## src/shared/pmu_seq_pkg.sv

```systemverilog
// Purpose: Shared constants and state types for the power sequencer
// Assumes: 125 MHz design clock
// Notes: Register offsets are byte addresses on the serial control port
package pmu_seq_pkg;
  localparam int CLK_PERIOD_NS = 8;
  localparam int RESET_HOLD_MS = 65;
  localparam int RESET_HOLD_CYCLES =
    (RESET_HOLD_MS * 1000000 + CLK_PERIOD_NS - 1) / CLK_PERIOD_NS;
  localparam int HOLD_CNT_W = 24;

  localparam logic [6:0] SLAVE_ADDR = 7'h55;
  localparam logic [7:0] BUCK_CTRL_ADDR = 8'h17;
  localparam logic [7:0] LDO_CTRL_ADDR = 8'h20;
  localparam logic [7:0] STATUS_ADDR = 8'h21;
  localparam int BUCK_ON_BIT = 0;
  localparam int BUCK_OK_BIT = 1;
  localparam logic BUCK_ON_RESET = 1'b1;
  localparam logic [2:0] LDO_EN_RESET = 3'h0;
  localparam logic [3:0] BITS_PER_BYTE = 4'h8;

  typedef enum logic [2:0] {
    P_OFF = 3'b000,
    P_BUCK_RAMP = 3'b001,
    P_LIN1_RAMP = 3'b010,
    P_RESET_HOLD = 3'b011,
    P_RESET_CHECK = 3'b100,
    P_WAIT_HOLD = 3'b101,
    P_ON = 3'b110,
    P_THERMAL = 3'b111
  } pwr_state_e;

  typedef enum logic [3:0] {
    S_IDLE = 4'b0000,
    S_ADDR = 4'b0001,
    S_ADDR_ACK = 4'b0010,
    S_REG = 4'b0011,
    S_REG_ACK = 4'b0100,
    S_DATA = 4'b0101,
    S_DATA_ACK = 4'b0110,
    S_TX = 4'b0111,
    S_TX_ACK = 4'b1000
  } ser_state_e;
endpackage

```

## src/hdl/pmu_power_sequencer.sv

```systemverilog
// Purpose: Power-up, shutdown and control pin logic of a phone PMU
// Assumes: All inputs synchronous to i_mclk; analog levels arrive as comparator flags
// Notes: Serial port pins are open drain, sampled directly each clock
`timescale 1ns/1ps

// Overview of operation
// RULE1 - Serial slave only, address 1010101, byte access
// RULE2 - Start, address, ack, register, ack, data, ack, stop
// RULE3 - Button, charger or headset starts the sequence
// RULE4 - Staged variant: buck first, regulator one later
// RULE5 - Other variant: buck and regulators together
// RULE6 - Reset low at regulator one 87%, 65ms
// RULE7 - Release reset only if both within window
// RULE8 - Otherwise hold reset until both in window
// RULE9 - Processor raises keep-alive after its power-up
// RULE10 - Button released before keep-alive shuts down
// RULE11 - Processor may delay keep-alive for longer hold
// RULE12 - Later regulators follow inputs or register bits
// RULE13 - Second button press drives interrupt low
// RULE14 - Processor drops keep-alive to finish shutdown
// RULE15 - Buck on while headset, button, keep-alive; bit
// RULE16 - Switch outputs follow their control inputs
// RULE17 - Supply-present sinks while charger above 4V
// RULE18 - Overtemperature disables all until cooled down
module pmu_power_sequencer #(
  parameter int RESET_HOLD_CYCLES = pmu_seq_pkg::RESET_HOLD_CYCLES
) (
  // Clock and reset
  input wire logic i_mclk,
  input wire logic i_rst,
  // Wake sources and processor control
  input wire logic i_power_button_in,
  input wire logic i_charger_supply_in,
  input wire logic i_headset_detect_in,
  input wire logic i_keep_alive_in,
  input wire logic i_osc_supply_enable_in,
  input wire logic i_rx_enable_in,
  input wire logic i_tx_enable_in,
  input wire logic i_variant_staged,
  // Analog comparator flags
  input wire logic i_buck_at_87,
  input wire logic i_linear_one_at_87,
  input wire logic i_buck_in_window,
  input wire logic i_linear_one_in_window,
  input wire logic i_over_temp,
  input wire logic i_temp_cooled,
  // Switch controls
  input wire logic i_switch_control_in_a,
  input wire logic i_switch_control_in_b,
  // Serial control port
  input wire logic i_scl,
  input wire logic i_sda,
  output logic o_sda_out,
  output logic o_sda_oe,
  // Regulator enables
  output logic o_buck_en,
  output logic o_linear_reg_one_en,
  output logic o_linear_reg_four_en,
  output logic o_linear_reg_five_en,
  output logic o_linear_reg_six_en,
  output logic o_linear_reg_seven_en,
  output logic o_linear_reg_eight_en,
  // System pins
  output logic o_cpu_reset_n,
  output logic o_button_irq_n,
  output logic o_switch_out_a_oe,
  output logic o_switch_out_b_oe,
  output logic o_supply_present_n_oe,
  output logic o_charger_valid
);
  import pmu_seq_pkg::*;

  pwr_state_e pstate, next_pstate;
  logic [HOLD_CNT_W-1:0] hold_cnt, next_hold_cnt;
  logic btn_prev, next_btn_prev;
  logic irq, next_irq;
  logic buck_en, next_buck_en;
  logic lin1_en, next_lin1_en;
  logic lin78_en, next_lin78_en;
  logic [2:0] lin456_en, next_lin456_en;
  logic reset_n, next_reset_n;

  ser_state_e sstate, next_sstate;
  logic scl_q, sda_q;
  logic [3:0] bit_cnt, next_bit_cnt;
  logic [7:0] shift, next_shift;
  logic [7:0] reg_addr, next_reg_addr;
  logic rw, next_rw;
  logic sda_oe, next_sda_oe;
  logic buck_on, next_buck_on;
  logic [2:0] ldo_en, next_ldo_en;

  logic scl_rise, scl_fall, bus_start, bus_stop, wake;

  function automatic logic [7:0] read_mux(input logic [7:0] addr);
    case (addr)
      BUCK_CTRL_ADDR: read_mux = {6'h0, i_buck_in_window, buck_on};
      LDO_CTRL_ADDR: read_mux = {5'h0, ldo_en};
      STATUS_ADDR: read_mux = {i_charger_supply_in, i_headset_detect_in,
                               i_keep_alive_in, 2'h0, pstate};
      default: read_mux = 8'h00;
    endcase
  endfunction

  assign wake = i_power_button_in | i_charger_supply_in | i_headset_detect_in;
  assign scl_rise = i_scl & ~scl_q;
  assign scl_fall = ~i_scl & scl_q;
  assign bus_start = scl_q & i_scl & sda_q & ~i_sda;
  assign bus_stop = scl_q & i_scl & ~sda_q & i_sda;

  // Power sequencing
  always_comb begin
    next_pstate = pstate;
    next_hold_cnt = hold_cnt;
    next_btn_prev = i_power_button_in;
    next_irq = 1'b0;
    case (pstate)
      P_OFF: begin
        if (wake) begin // see RULE3
          next_pstate = i_variant_staged ? P_BUCK_RAMP : P_LIN1_RAMP; // see RULE4 see RULE5
        end
      end
      P_BUCK_RAMP: begin
        if (i_buck_at_87) begin // see RULE4
          next_pstate = P_LIN1_RAMP;
        end
      end
      P_LIN1_RAMP: begin
        next_hold_cnt = '0;
        if (i_linear_one_at_87) begin // see RULE6
          next_pstate = P_RESET_HOLD;
        end
      end
      P_RESET_HOLD: begin
        next_hold_cnt = hold_cnt + 1'b1;
        if (hold_cnt == HOLD_CNT_W'(RESET_HOLD_CYCLES - 1)) begin // see RULE6
          next_pstate = P_RESET_CHECK;
        end
      end
      P_RESET_CHECK: begin
        if (i_buck_in_window && i_linear_one_in_window) begin // see RULE7 see RULE8
          next_pstate = P_WAIT_HOLD;
        end
      end
      P_WAIT_HOLD: begin
        if (i_keep_alive_in) begin // see RULE9 see RULE11
          next_pstate = P_ON;
        end else if (!wake) begin // see RULE10
          next_pstate = P_OFF;
        end
      end
      P_ON: begin
        next_irq = irq ? i_power_button_in : (i_power_button_in & ~btn_prev); // see RULE13
        if (!i_keep_alive_in && !i_power_button_in && !i_headset_detect_in) begin // see RULE14
          next_pstate = P_OFF;
        end
      end
      P_THERMAL: begin
        if (i_temp_cooled) begin // see RULE18
          next_pstate = P_OFF;
        end
      end
      default: next_pstate = P_OFF;
    endcase
    // Wake source gone mid-sequence: abandon startup
    if (pstate inside {P_BUCK_RAMP, P_LIN1_RAMP, P_RESET_HOLD, P_RESET_CHECK} && !wake) begin // see RULE10
      next_pstate = P_OFF;
    end
    if (i_over_temp) begin // see RULE18
      next_pstate = P_THERMAL;
      next_irq = 1'b0;
    end
    next_buck_en = 1'b0;
    next_lin1_en = 1'b0;
    next_lin78_en = 1'b0;
    next_lin456_en = 3'h0;
    next_reset_n = 1'b0;
    case (next_pstate)
      P_OFF, P_THERMAL: begin
        next_reset_n = 1'b0;
      end
      P_BUCK_RAMP: begin
        next_buck_en = buck_on;
        next_lin78_en = 1'b1;
      end
      P_ON: begin
        next_buck_en = buck_on &
                       (i_headset_detect_in | i_power_button_in | i_keep_alive_in); // see RULE15
        next_lin1_en = i_keep_alive_in; // see RULE12
        next_lin78_en = 1'b1;
        next_lin456_en = ldo_en |
                         {i_tx_enable_in, i_rx_enable_in, i_osc_supply_enable_in}; // see RULE12
        next_reset_n = 1'b1;
      end
      default: begin
        next_buck_en = buck_on; // see RULE15
        next_lin1_en = 1'b1;
        next_lin78_en = 1'b1;
        next_reset_n = (next_pstate == P_WAIT_HOLD); // see RULE7
      end
    endcase
  end

  always_ff @(posedge i_mclk) begin
    if (i_rst) begin
      pstate <= P_OFF;
      hold_cnt <= '0;
      btn_prev <= 1'b0;
      irq <= 1'b0;
      buck_en <= 1'b0;
      lin1_en <= 1'b0;
      lin78_en <= 1'b0;
      lin456_en <= 3'h0;
      reset_n <= 1'b0;
    end else begin
      pstate <= next_pstate;
      hold_cnt <= next_hold_cnt;
      btn_prev <= next_btn_prev;
      irq <= next_irq;
      buck_en <= next_buck_en;
      lin1_en <= next_lin1_en;
      lin78_en <= next_lin78_en;
      lin456_en <= next_lin456_en;
      reset_n <= next_reset_n;
    end
  end

  // Serial slave
  always_comb begin
    next_sstate = sstate;
    next_bit_cnt = bit_cnt;
    next_shift = shift;
    next_reg_addr = reg_addr;
    next_rw = rw;
    next_sda_oe = sda_oe;
    next_buck_on = buck_on;
    next_ldo_en = ldo_en;
    if (scl_rise && (sstate == S_ADDR || sstate == S_REG || sstate == S_DATA)) begin
      next_shift = {shift[6:0], i_sda}; // see RULE2
      next_bit_cnt = bit_cnt + 1'b1;
      if (sstate == S_DATA && bit_cnt == BITS_PER_BYTE - 1'b1) begin
        case (reg_addr) // see RULE1 see RULE2
          BUCK_CTRL_ADDR: next_buck_on = i_sda;
          LDO_CTRL_ADDR: next_ldo_en = {shift[1:0], i_sda};
          default: next_ldo_en = ldo_en;
        endcase
      end
    end
    if (scl_rise && sstate == S_TX) begin
      next_bit_cnt = bit_cnt + 1'b1;
    end
    if (scl_fall) begin
      case (sstate)
        S_ADDR: begin
          if (bit_cnt == BITS_PER_BYTE) begin
            if (shift[7:1] == SLAVE_ADDR) begin // see RULE1
              next_rw = shift[0];
              next_sda_oe = 1'b1;
              next_sstate = S_ADDR_ACK;
            end else begin
              next_sstate = S_IDLE;
            end
          end
        end
        S_ADDR_ACK: begin
          next_sda_oe = 1'b0;
          next_bit_cnt = 4'h0;
          next_sstate = S_REG;
        end
        S_REG: begin
          if (bit_cnt == BITS_PER_BYTE) begin
            next_reg_addr = shift;
            next_sda_oe = 1'b1;
            next_sstate = S_REG_ACK;
          end
        end
        S_REG_ACK: begin
          next_bit_cnt = 4'h0;
          if (rw) begin
            next_shift = read_mux(reg_addr);
            next_sda_oe = ~next_shift[7];
            next_sstate = S_TX;
          end else begin
            next_sda_oe = 1'b0;
            next_sstate = S_DATA;
          end
        end
        S_DATA: begin
          if (bit_cnt == BITS_PER_BYTE) begin
            next_sda_oe = 1'b1;
            next_sstate = S_DATA_ACK;
          end
        end
        S_TX: begin
          if (bit_cnt == BITS_PER_BYTE) begin
            next_sda_oe = 1'b0;
            next_sstate = S_TX_ACK;
          end else begin
            next_shift = {shift[6:0], 1'b0};
            next_sda_oe = ~shift[6];
          end
        end
        S_DATA_ACK, S_TX_ACK: begin
          next_sda_oe = 1'b0;
          next_sstate = S_IDLE;
        end
        default: next_sstate = sstate;
      endcase
    end
    if (bus_start) begin
      next_sstate = S_ADDR;
      next_bit_cnt = 4'h0;
      next_sda_oe = 1'b0;
    end else if (bus_stop) begin
      next_sstate = S_IDLE;
      next_sda_oe = 1'b0;
    end
  end

  always_ff @(posedge i_mclk) begin
    if (i_rst) begin
      sstate <= S_IDLE;
      scl_q <= 1'b1;
      sda_q <= 1'b1;
      bit_cnt <= 4'h0;
      shift <= 8'h00;
      reg_addr <= 8'h00;
      rw <= 1'b0;
      sda_oe <= 1'b0;
      buck_on <= BUCK_ON_RESET;
      ldo_en <= LDO_EN_RESET;
    end else begin
      sstate <= next_sstate;
      scl_q <= i_scl;
      sda_q <= i_sda;
      bit_cnt <= next_bit_cnt;
      shift <= next_shift;
      reg_addr <= next_reg_addr;
      rw <= next_rw;
      sda_oe <= next_sda_oe;
      buck_on <= next_buck_on;
      ldo_en <= next_ldo_en;
    end
  end

  // Pin outputs, all registered
  always_ff @(posedge i_mclk) begin
    if (i_rst) begin
      o_sda_out <= 1'b0;
      o_sda_oe <= 1'b0;
      o_buck_en <= 1'b0;
      o_linear_reg_one_en <= 1'b0;
      o_linear_reg_four_en <= 1'b0;
      o_linear_reg_five_en <= 1'b0;
      o_linear_reg_six_en <= 1'b0;
      o_linear_reg_seven_en <= 1'b0;
      o_linear_reg_eight_en <= 1'b0;
      o_cpu_reset_n <= 1'b0;
      o_button_irq_n <= 1'b1;
      o_switch_out_a_oe <= 1'b0;
      o_switch_out_b_oe <= 1'b0;
      o_supply_present_n_oe <= 1'b0;
      o_charger_valid <= 1'b0;
    end else begin
      o_sda_out <= 1'b0;
      o_sda_oe <= next_sda_oe;
      o_buck_en <= buck_en;
      o_linear_reg_one_en <= lin1_en;
      o_linear_reg_four_en <= lin456_en[0];
      o_linear_reg_five_en <= lin456_en[1];
      o_linear_reg_six_en <= lin456_en[2];
      o_linear_reg_seven_en <= lin78_en;
      o_linear_reg_eight_en <= lin78_en;
      o_cpu_reset_n <= reset_n; // see RULE6 see RULE7
      o_button_irq_n <= ~irq; // see RULE13
      o_switch_out_a_oe <= i_switch_control_in_a; // see RULE16
      o_switch_out_b_oe <= i_switch_control_in_b; // see RULE16
      o_supply_present_n_oe <= i_charger_supply_in; // see RULE17
      o_charger_valid <= i_charger_supply_in;
    end
  end
endmodule // pmu_power_sequencer

```

## config.mk

```make
export PLATFORM = sky130hd
export DESIGN_NAME = pmu_power_sequencer
export DESIGN_NICKNAME = d
export VERILOG_FILES = /design/src/shared/pmu_seq_pkg.sv /design/src/hdl/pmu_power_sequencer.sv
export SDC_FILE = /design/constraint.sdc
export NUM_CORES = 1
export LEC_CHECK = 0
export BUFFER_PORTS_ARGS = -buffer_cell sky130_fd_sc_hd__buf_4
export CORE_MARGIN = 3
export CORE_UTILIZATION = 45
export CTS_CLUSTER_SIZE = 8
export DETAILED_ROUTE_END_ITERATION = 8
export GPL_ROUTABILITY_DRIVEN = 0
export PLACE_DENSITY = 0.66
export SETUP_SLACK_MARGIN = 0.4
export SYNTH_ARGS = -nofsm -noshare
export SYNTH_HDL_FRONTEND = slang
export SYNTH_SLANG_ARGS = --single-unit
```

## constraint.sdc

```tcl
create_clock -name i_mclk -period 1.8 [get_ports i_mclk]
set_input_delay 0.27 -clock i_mclk [delete_from_list [all_inputs] [get_ports i_mclk]]
set_output_delay 0.27 -clock i_mclk [all_outputs]
set_load 0.1 [all_outputs]
```

==> results of run 1 <==
worst max-delay path, cell delays in order (launching register included):
cell	delay, ns
dfxtp_2	0.33
and4bb_4	0.36
nand2_4	0.05
or4b_4	0.53
nor3_4	0.22
mux2i_1	0.23
nor2_1	0.06
power by group through the flow:
stage                     sequential [uW]  combinational (uW)  clock [uW]
after floorplan                      1900                 267           0
after global placement               1840                 467           0
after detailed placement             1840                 473           0
after CTS                            1800                 527        1540
after global routing                 1800                 650        1620
final                                1800                 610        1520
kinds of logic after synthesis:
logic type / Yosys count
adders and majority gates: 3
and+or+nand+nor: 226
AOI/OAI and AO/OA: 79
DFF: 79
muxes: 21
xor gates and xnor gates: 20
other: 1
buffers and inverters: 32
area by class of cell:
cell class / instances / area, um2 / share of cell area, %
tap: 105 / 131.4 / 2.244
clock inverter: 6 / 81.33 / 1.389
timing repair buffer: 129 / 1055 / 18.02
inverter: 9 / 33.78 / 0.5770
clock buffer: 10 / 148.9 / 2.543
sequential: 79 / 1623 / 27.72
multi-input combinational: 350 / 2781 / 47.51
registers in the layout, indices dropped and copies added, names as in the netlist, 3 cells and up:
register,cells
hold_cnt,24
bit_cnt,4
pstate,3
shift,8
reg_addr,8
ldo_en,3
lin456_en,3
sstate,4
cells in the final DEF (no fill, tap or decap), types with 6 or more instances in the layout:
| master | count |
|---|---|
| a21oi_2 | 10 |
| nor2b_1 | 13 |
| dfxtp_4 | 6 |
| clkbuf_8 | 9 |
| nand3_1 | 11 |
| buf_6 | 23 |
| nand2_1 | 30 |
| o21ai_0 | 9 |
| nor2_1 | 71 |
| dfxtp_1 | 58 |
| nor3_4 | 8 |
| nand4_1 | 7 |
| buf_4 | 106 |
| nand2b_1 | 7 |
| dfxtp_2 | 15 |
| inv_1 | 7 |
| a21oi_1 | 17 |
| nor3_1 | 8 |
| o21ai_1 | 6 |
| xnor2_1 | 8 |
| mux2i_1 | 17 |
| xor2_1 | 10 |
stage by stage:
stage	setup TNS, ns	instance area [um2]
2_1_floorplan	-0.06363	4091
3_3_place_gp	-0.1258	4736
3_5_place_dp	-0.4204	4736
4_1_cts	-0.2257	5550
5_1_grt	-1.437	5854
6_report	-0.4542	5854
Yosys cell counts (3+ instances only):
library cell	n
xnor2_1	10
a222oi_1	4
nor3_1	18
a22oi_1	3
nor4b_1	4
ha_1	3
nand2_1	37
nor2b_1	15
clkbuf_1	13
and4_1	3
nand3b_1	5
inv_1	9
xor2_1	10
nand3_1	16
a31oi_1	6
a21oi_1	29
buf_2	5
nand4_1	7
and3_1	9
nand2b_1	8
o21ai_0	17
nor2_1	76
dfxtp_1	79
buf_4	3
mux2i_1	19
timing repair:
action / in CTS / in global routing
setup endpoints to repair: 61 / 60
hold endpoints to repair: 0 / 0
gates resized for setup: 88 / 42
pin swaps: 61 / 43
buffers inserted: 30 / 13
hold buffers: 0 / 0
gates cloned: 1 / 0
path summary, 6_finish.rpt:
kind	from	end	slack [ns]	cells past startpoint
min	i_over_temp	lin78_en$_SDFF_PP0_	0.09	2
max	scl_q$_SDFF_PP1_	ldo_en[0]$_SDFFE_PP0P_	-0.11	6
min reg2reg	irq$_SDFF_PP0_	o_button_irq_n$_SDFF_PP1_	0.40	1
max reg2reg	scl_q$_SDFF_PP1_	ldo_en[0]$_SDFFE_PP0P_	-0.11	6
layer usage:
metal	wire (um)	part of all wire [%]	GRT usage (%)	vias to the layer above
li1	-	-	-	1860
met2	5815	48	38.17	149
met5	0	0	0	-
met4	478	4.0	10.08	0
met3	658	5.5	3.185	35
met1	5049	42	30.59	1882
==> key figures, run 1 <==
Outcome
  • Outcome: finished, violations left
  • Failing checks: negative setup slack

Finish
  • Nets: 601
  • Post-route insts no fill: 688
  • Share of layout cells above drive strength 1: 45.11%
  • Area Overhead vs Synth: 51.52%
  • Fill count: 601
  • Finished Core Util: 70.89%
  • Antenna fix cells: 0

Logic synthesis
  • Register area share after synthesis: 40.93%
  • Mux contribution to synthesized area: 5.505%
  • Top cells by area, synth: dfxtp_1 41%, nor2_1 7.4%, mux2i_1 4.9%, a21oi_1 3.8%, nand2_1 3.6%
  • Top cell type's share of synthesized area: 40.93%
  • Synthesized flop and latch total: 79
  • Syn nets: 484
  • Count of cell types in the netlist: 66
  • Number of flops mapped to enable cells by yosys: 0
  • Largest family of logic cells by synthesized area: simple AND/OR/NAND/NOR gates
  • Post-synthesis simple-gate area fraction: 31.15%
  • Mapped cell area: 3864 um2
  • Ys flop type: dfxtp_1
  • Ys Warns: 0
  • Xor/xnor share of the synthesized area: 4.534%
  • Ys async rst share: 0%
  • Synth area leader: dfxtp_1
  • Post-Synthesis Cells: 461
  • Complex-gate fraction of the synthesized area: 13.05%
  • Syn_area_per_cell: 8.381 um2
  • Post-synthesis adder-cell area fraction: 0.9715%

Global routing
  • Largest net degree at the start of global routing: 32
  • First-pass GRT wire length: 18230 um
  • Total gr overflow: 0
  • Vias in the first global route: 3824
  • Initial antenna violation count: 0
  • GR Util All Layers: 23.23%

Pwr
  • P_sw: 1150 uW
  • Lkg Pwr: 0.002346 uW
  • Sw Share: 29.25%
  • Comb power frac: 15.5%
  • Power Density: 671.9 nW/um2
  • Sequential power share: 45.8%
  • Power Internal: 2783 uW
  • Peak supply drop: 0.3626 mV
  • Clock power frac: 38.7%
  • Final Power: 3933 uW

Clock network
  • CTS tree: yes
  • H-Tree Depth: 3
  • Max Root-Sink Buffers: 2
  • Number of buffers created by CTS: 9
  • Clk slew on worst S/H paths: 0.10 ns
  • CTS Sinks: 79
  • CTS root buf: clkbuf_8
  • Worst skew pair latency: 0.37 ns

Timing
  • Final Skew: 0.02159 ns
  • Worst hold slack: 0.08923 ns
  • Slew Limit Fails: 0
  • Maximum clock frequency: 0.5238 GHz
  • Min Tclk post-route: 1.909 ns
  • Slew at the pin closest to its max-slew limit: 0.7480 ns
  • Worst Setup Slack, final: -0.1092 ns
  • RSZ-0062 raised after global routing: yes
  • Slew headroom: 49.61%
  • Final Cycle Share: 106.1%
  • Setup violators final: 8
  • Final hold vios: 0

Floorplanning
  • DIE AREA: 9734 um2
  • Initial core utilization: 46.79%
  • FP Rows: 33
  • Core area: 8258 um2
  • IO Pins: 35
  • Die width: 98.66 um
  • Die Height: 98.66 um

Worst setup path
  • CP Data Arrival Time: 2.15 ns
  • Setup CP Type: reg -> reg
  • Crit-path max FO: 3
  • Worst endpoint required time: 2.05 ns
  • CP Capture Type: register
  • Worst Setup Start Kind: register

Drt
  • Drt total wl: 12000 um
  • DR iter-0 viols: 203
  • DR vias/cell: 5.706
  • Via count: 3926
  • Routed WL per cell: 17.44 um
  • First-pass DRT Iterations: 5
  • ANT nets after route: 0
  • DRC violations left: 0

Placement
  • Pre-CTS setup slack: -0.1059 ns
  • Placed cells: 628
  • Post-DP HPWL: 6984 um
  • IO buf count: 33

Run
  • Max cap viols: 0

Hold path
  • Hold crit path type: in -> reg
Note: power is estimated with default switching activity, not from simulation.
==> inputs of run 2 (changes only) <==
Settings changed: ABC_AREA set to 1, CORE_UTILIZATION 45 to 30, PLACE_DENSITY 0.66 to unset.
==> key figures, run 2 <==
Logic synthesis
  • Synthesized flop and latch total: 79 (unchanged)
  • Number of flops mapped to enable cells by yosys: 0 (unchanged)
  • Ys async rst share: 0% (unchanged)
  • Top cell type's share of synthesized area: 38.18% (was 40.93%)
  • Mapped cell area: 4143 um2 (was 3864 um2)
  • Syn nets: 639 (was 484)
  • Count leader, synth: nand2_1 (was dfxtp_1)
  • Synth area leader: dfxtp_1 (unchanged)
  • Syn_area_per_cell: 6.725 um2 (was 8.381 um2)
  • Top cells by area, synth: dfxtp_1 38%, nand2_1 12%, inv_1 9.0%, nor2_1 7.2%, a21oi_1 5.4% (was dfxtp_1 41%, nor2_1 7.4%, mux2i_1 4.9%, a21oi_1 3.8%, nand2_1 3.6%)
  • Ys flop type: dfxtp_1 (unchanged)
  • Synth cell count leaders: 128 x nand2_1, 99 x inv_1, 79 x dfxtp_1, 79 x nor2_1, 45 x a21oi_1 (was 79 x dfxtp_1, 76 x nor2_1, 37 x nand2_1)
  • Post-Synthesis Cells: 616 (was 461)
  • Count of cell types in the netlist: 44 (was 66)
  • Register area share after synthesis: 38.18% (was 40.93%)
  • Ys Warns: 0 (unchanged)

Global routing
  • Largest net degree at the start of global routing: 22 (was 32)
  • GR Util All Layers: 16.43% (was 23.23%)
  • Vias in the first global route: 4189 (was 3824)
  • Total gr overflow: 0 (unchanged)
  • Initial antenna violation count: 0 (unchanged)
  • First-pass GRT wire length: 19730 um (was 18230 um)

Worst setup path
  • Crit-path max FO: 4 (was 3)
  • Flop2flop setup slack: 0.12 ns (was -0.11 ns)
  • R2R Path End: lin1_en$_SDFF_PP0_ (was ldo_en[0]$_SDFFE_PP0P_)
  • Crit path max-delay family: simple AND/OR/NAND/NOR gates (unchanged)
  • Worst Setup Start Kind: register (unchanged)
  • Slowest cell on the critical path: dfxtp_4 (was or4b_4)
  • Critical-path cell list: ha_4 -> nand2_4 -> inv_2 -> nand2_2 -> nor2_4 -> nand3_2 -> nand2_2 -> nand2_2 -> nand2_4 -> nand2_4 -> nor2_4 -> nand2_1 -> nand2_1 -> o21bai_1 (was and4bb_4 -> nand2_4 -> or4b_4 -> nor3_4 -> mux2i_1 -> nor2_1)
  • CP Data Arrival Time: 1.91 ns (was 2.15 ns)
  • Worst stage delay on the critical path: 0.37 ns (was 0.53 ns)
  • Worst flop-to-flop path startpoint: hold_cnt[0]$_SDFFE_PP0P_ (was scl_q$_SDFF_PP1_)
  • CP Capture Type: register (unchanged)
  • Worst endpoint required time: 2.03 ns (was 2.05 ns)
  • Setup CP Type: reg -> reg (unchanged)
  • Reg2reg path depth: 14 (was 6)
  • Worst Path Buf+Inv: 1 (was 0)

Outcome
  • Outcome: finished clean (was finished, violations left)

Finish
  • Multi-input logic area: 2923 um2 (was 2781 um2)
  • Sequential cell area: 1652 um2 (was 1623 um2)
  • Antenna fix cells: 0 (unchanged)
  • Reg with most FFs: hold_cnt (unchanged)
  • Final instance area: 6511 um2 (was 5854 um2)
  • Area Overhead vs Synth: 57.17% (was 51.52%)
  • Nets: 761 (was 601)
  • Most frequent cells in the layout: 104 x buf_4, 95 x nand2_1, 67 x inv_1 (was 106 x buf_4, 71 x nor2_1, 58 x dfxtp_1)
  • Fill count: 1285 (was 601)
  • Largest regs: hold_cnt x24, reg_addr x8, shift x8 (unchanged)
  • Commonest non-fill, non-tap cell in the layout: buf_4 (unchanged)
  • Max FFs per register: 24 (unchanged)
  • Share of layout cells above drive strength 1: 48.45% (was 45.11%)

Pwr
  • P_sw: 1499 uW (was 1150 uW)
  • Power Internal: 3303 uW (was 2783 uW)
  • Comb power frac: 22.8% (was 15.5%)
  • Peak supply drop: 0.5050 mV (was 0.3626 mV)
  • Final Power: 4802 uW (was 3933 uW)
  • Sequential power share: 39.2% (was 45.8%)
  • Power Density: 737.4 nW/um2 (was 671.9 nW/um2)
  • Lkg Pwr: 0.002728 uW (was 0.002346 uW)
  • Sw Share: 31.22% (was 29.25%)
  • Clock power frac: 38.0% (was 38.7%)

Drt
  • Drt total wl: 13030 um (was 12000 um)
  • DRC violations left: 0 (unchanged)
  • Met3 layer wire length in the routed design: 689 um (was 658 um)
  • Routed WL per cell: 14.18 um (was 17.44 um)
  • ANT nets after route: 0 (unchanged)
  • Wl on met1: 5252 um (was 5049 um)
  • Via count: 4473 (was 3926)
  • Max Used Layer: met4 (unchanged)
  • DR vias/cell: 4.867 (was 5.706)
  • Met2 WL: 6839 um (was 5815 um)
  • First-pass DRT Iterations: 5 (unchanged)
  • DR iter-0 viols: 332 (was 203)

Timing
  • Setup TNS: 0 ns (was -0.4542 ns)
  • Final Cycle Share: 93.27% (was 106.1%)
  • RSZ-0062 raised after global routing: yes (unchanged)
  • Setup violators final: 0 (was 8)
  • Min Tclk post-route: 1.679 ns (was 1.909 ns)
  • Worst hold slack: 0.1311 ns (was 0.08923 ns)
  • Final Skew: 0.007266 ns (was 0.02159 ns)
  • Slew Limit Fails: 0 (unchanged)
  • Final hold vios: 0 (unchanged)
  • Maximum clock frequency: 0.5956 GHz (was 0.5238 GHz)

Clock network
  • CTS root buf: clkbuf_16 (was clkbuf_8)
  • CTS tree: yes (unchanged)
  • Clk slew on worst S/H paths: 0.06 ns (was 0.10 ns)
  • Number of buffers created by CTS: 9 (unchanged)
  • CTS Hold Buffers Added: 0 (unchanged)
  • CTS Sinks: 79 (unchanged)
  • H-Tree Depth: 3 (unchanged)
  • Max Root-Sink Buffers: 2 (unchanged)
  • Worst skew pair latency: 0.34 ns (was 0.37 ns)

Placement
  • Placed Area: 4768 um2 (was 4736 um2)
  • IO buf count: 33 (unchanged)
  • Post-DP HPWL: 8051 um (was 6984 um)

Run
  • Max cap viols: 0 (unchanged)

Floorplanning
  • FP Rows: 42 (was 33)
  • IO Pins: 35 (unchanged)
  • Initial core utilization: 31.04% (was 46.79%)
  • Die width: 123.5 um (was 98.66 um)
  • DIE AREA: 15250 um2 (was 9734 um2)
  • Core area: 13350 um2 (was 8258 um2)
  • Die Height: 123.5 um (was 98.66 um)

Hold path
  • Hold crit path type: in -> reg (unchanged)
  • Worst Hold End: o_switch_out_b_oe$_SDFF_PP0_ (was lin78_en$_SDFF_PP0_)
  • WHS Path Cells: 3 (was 2)
  • HP Start: i_switch_control_in_b (was i_over_temp)
==> run 2: cell type report <==
cell class,count,share of cell area [%]
clock inverters,5,0.9032
well taps,176,3.382
inverters,103,6.668
clock buffers,11,3.574
flip-flops and latches,79,25.37
repair inverters,1,0.1153
multi-input cells,422,44.89
repair buffers,122,15.10
==> run 2: logic make-up after synthesis <==
kind of cell             count (synthesis)  share of synthesized area (%)
AO/OA/AOI/OAI                          120                          16.85
XOR/XNOR                                 3                         0.6344
adder cells (fa/ha/maj)                  3                         0.9062
buffers and inverters                  116                          11.18
flip-flops                              79                          38.18
other                                    1                        0.09052
AND/OR/NAND/NOR                        294                          32.17
==> run 2: repair_timing <==
action	in CTS	in global routing
setup buffers	40	28
gates cloned	2	0
resized for setup	126	175
pin swaps	46	73
endpoints found under the setup margin	58	57
==> run 2: worst min-delay path: stages <==
cell and delay (ns):
buf_4 0.08, inv_1 0.03, nor2_1 0.06
==> run 2: metal layers <==
metal	track usage (%)	vias to the layer above
met2	29.05	98
li1	-	2237
met1	19.11	2115
met4	5.052	0
met5	0	-
met3	4.803	23
==> run 2: power groups by stage <==
stage | Combinational, uW | Sequential, uW | Clock [uW]
floorplan | 405 | 1990 | 0
global placement | 685 | 1890 | 0
detailed placement | 681 | 1890 | 0
CTS | 838 | 1860 | 1860
global route | 1180 | 1890 | 1930
finish | 1100 | 1880 | 1820
==> run 2: worst max-delay path by stage <==
| stage | depth (start not counted) | start | to |
|---|---|---|---|
| global route | 12 | pstate[1]$_SDFF_PP0_ | lin1_en$_SDFF_PP0_ |
| CTS | 12 | hold_cnt[0]$_SDFFE_PP0P_ | hold_cnt[18]$_SDFFE_PP0P_ |
| finish | 14 | hold_cnt[0]$_SDFFE_PP0P_ | lin1_en$_SDFF_PP0_ |
| global placement | 14 | hold_cnt[0]$_SDFFE_PP0P_ | lin1_en$_SDFF_PP0_ |
| detailed placement | 14 | hold_cnt[1]$_SDFFE_PP0P_ | lin1_en$_SDFF_PP0_ |
| floorplan | 12 | hold_cnt[1]$_SDFFE_PP0P_ | hold_cnt[22]$_SDFFE_PP0P_ |
==> run 2: per-stage QoR <==
| stage | setup slack (ns) | instances | utilization (%) |
|---|---|---|---|
| 2_1_floorplan | 0.1917 | 616 | - |
| 3_3_place_gp | 0.02386 | 833 | 35.72 |
| 3_5_place_dp | 0.05118 | 833 | 35.72 |
| 4_1_cts | 0.1443 | 891 | 42.74 |
| 5_1_grt | -0.001592 | 919 | 48.78 |
| 6_report | 0.1211 | 919 | 48.78 |
==> inputs of run 3 (changes only) <==
Settings changed: PLACE_DENSITY set to 0.47.
==> key figures, run 3 (synthesis gave the netlist of run 2 again) <==
Pwr
  • Power Internal: 3119 uW (was 3303 uW)
  • Lkg Pwr: 0.002718 uW (was 0.002728 uW)
  • Power Density: 709.2 nW/um2 (was 737.4 nW/um2)
  • Sw Share: 32.46% (was 31.22%)
  • Comb power frac: 21.5% (was 22.8%)
  • Clock power frac: 37.9% (was 38.0%)
  • P_sw: 1499 uW (about the same)
  • Final Power: 4618 uW (was 4802 uW)
  • Sequential power share: 40.6% (was 39.2%)
  • Peak supply drop: 0.3785 mV (was 0.5050 mV)

Timing
  • Final Cycle Share: 92.42% (was 93.27%)
  • RSZ-0062 raised after global routing: yes (unchanged)
  • Maximum clock frequency: 0.6011 GHz (was 0.5956 GHz)
  • Min Tclk post-route: 1.664 ns (was 1.679 ns)
  • Setup violators final: 0 (unchanged)
  • Slew Limit Fails: 0 (unchanged)
  • Final Skew: 0.01118 ns (was 0.007266 ns)
  • Final hold vios: 0 (unchanged)

Worst setup path
  • CP Data Arrival Time: 1.90 ns (was 1.91 ns)
  • CP Capture Type: register (unchanged)
  • Crit-path max FO: 4 (unchanged)
  • Worst Setup Start Kind: register (unchanged)
  • Worst endpoint required time: 2.04 ns (was 2.03 ns)
  • Setup CP Type: reg -> reg (unchanged)

Global routing
  • Met3 usage: 2.928% (was 4.803%)
  • Busiest layer in global routing: met2 (unchanged)
  • Total gr overflow: 0 (unchanged)
  • Grt met1 use: 20.51% (was 19.11%)
  • First-pass GRT wire length: 19820 um (was 19730 um)
  • GR Util All Layers: 16.66% (was 16.43%)
  • Grt met2 use: 28.13% (was 29.05%)
  • Largest net degree at the start of global routing: 19 (was 22)
  • Initial antenna violation count: 0 (unchanged)
  • Vias in the first global route: 4265 (was 4189)

Clock network
  • CTS root buf: clkbuf_16 (unchanged)
  • Worst skew pair latency: 0.35 ns (was 0.34 ns)
  • Clk slew on worst S/H paths: 0.06 ns (about the same)
  • Max Root-Sink Buffers: 2 (unchanged)
  • CTS tree: yes (unchanged)
  • Number of buffers created by CTS: 9 (unchanged)
  • H-Tree Depth: 3 (unchanged)
  • CTS Sinks: 79 (unchanged)

Finish
  • Commonest non-fill, non-tap cell in the layout: buf_4 (unchanged)
  • Share of layout cells above drive strength 1: 48.80% (was 48.45%)
  • Antenna fix cells: 0 (unchanged)
  • Nets: 770 (was 761)
  • Most frequent cells in the layout: 112 x buf_4, 99 x nand2_1, 72 x inv_1 (was 104 x buf_4, 95 x nand2_1, 67 x inv_1)
  • Max FFs per register: 24 (unchanged)
  • Reg with most FFs: hold_cnt (unchanged)
  • Area Overhead vs Synth: 57.20% (was 57.17%)
  • Post-route insts no fill: 928 (was 919)
  • Largest regs: hold_cnt x24, reg_addr x8, shift x8 (unchanged)

Floorplanning
  • Core area: 13350 um2 (unchanged)
  • Initial core utilization: 31.04% (unchanged)
  • Die width: 123.5 um (unchanged)
  • DIE AREA: 15250 um2 (unchanged)
  • IO Pins: 35 (unchanged)
  • FP Rows: 42 (unchanged)
  • Die Height: 123.5 um (unchanged)

Drt
  • Routed WL per cell: 14.03 um (was 14.18 um)
  • DR vias/cell: 4.805 (was 4.867)
  • First-pass DRT Iterations: 4 (was 5)
  • DRC violations left: 0 (unchanged)
  • Via count: 4459 (was 4473)
  • ANT nets after route: 0 (unchanged)
  • DR iter-0 viols: 222 (was 332)
  • Drt total wl: 13020 um (was 13030 um)

Hold path
  • Hold crit path type: in -> reg (unchanged)

Run
  • Max cap viols: 0 (unchanged)

Outcome
  • Outcome: finished clean (unchanged)

Placement
  • Placed cells: 835 (was 833)
  • IO buf count: 33 (unchanged)
  • Post-DP HPWL: 8632 um (was 8051 um)
run 3: cell type report:
type	instances	area, um2
Timing Repair Buffer	131	1059
Fill cell	1291	6835
Timing Repair inverter	1	11.26
Inverter	103	419.2
Clock buffer	9	225.2
Multi-Input combinational cell	422	2869
Tap cell	176	220.2
Sequential cell	79	1653
Clock inverter	7	56.30
run 3: worst paths after layout:
check	cells after the start	to	startpoint	slack, ns
setup / recovery	12	hold_cnt[20]$_SDFFE_PP0P_	hold_cnt[0]$_SDFFE_PP0P_	0.14
hold / removal	3	o_switch_out_a_oe$_SDFF_PP0_	i_switch_control_in_a	0.13
setup reg to reg	12	hold_cnt[20]$_SDFFE_PP0P_	hold_cnt[0]$_SDFFE_PP0P_	0.14
hold reg to reg	2	o_linear_reg_eight_en$_SDFF_PP0_	lin78_en$_SDFF_PP0_	0.40
run 3: through the flow:
step / worst slack (ns) / util (%) / setup TNS [ns] / instance area [um2] / hold WS [ns]
global route: 0.01458 / 48.79 / 0 / 6513 / 0.1472
detailed placement: -0.01163 / 35.84 / -0.01163 / 4783 / 0.3955
CTS: 0.1245 / 42.43 / 0 / 5663 / 0.1144
finish: 0.1364 / 48.79 / 0 / 6513 / 0.1269
floorplan: 0.1917 / - / 0 / 4219 / 0.3666
global placement: 0.02149 / 35.84 / 0 / 4783 / 0.3962
run 3: what timing repair did:
action	CTS	global route
gates resized for setup	112	174
setup buffers	41	34
endpoints found under the setup margin	58	60
hold buffers	0	0
pin swaps	54	62
cloned	0	2
run 3: per-layer routing:
metal  vias up  share of wire [%]
met1      2105                 44
met5         -                  0
li1       2270                  -
met2        66                 51
met3        18                2.9
met4         0                2.2
run 3: power by group through the flow:
stage	Clock [uW]	Sequential, uW	Combinational, uW
after CTS	1810	1860	779
after detailed placement	0	1900	678
final	1750	1870	992
after global placement	0	1900	673
after global routing	1870	1880	1070
after floorplan	0	1990	405
run 3: worst max-delay path, stage by stage (launching register included):
cell,delay (ns)
dfxtp_4,0.37
ha_4,0.14
nand2_4,0.06
nor2_4,0.12
nand3_4,0.09
nor2_4,0.12
nand2_4,0.08
nor2_4,0.10
nand2_2,0.07
nor2_4,0.11
nand4_2,0.09
xor2_1,0.14
nor2_1,0.06
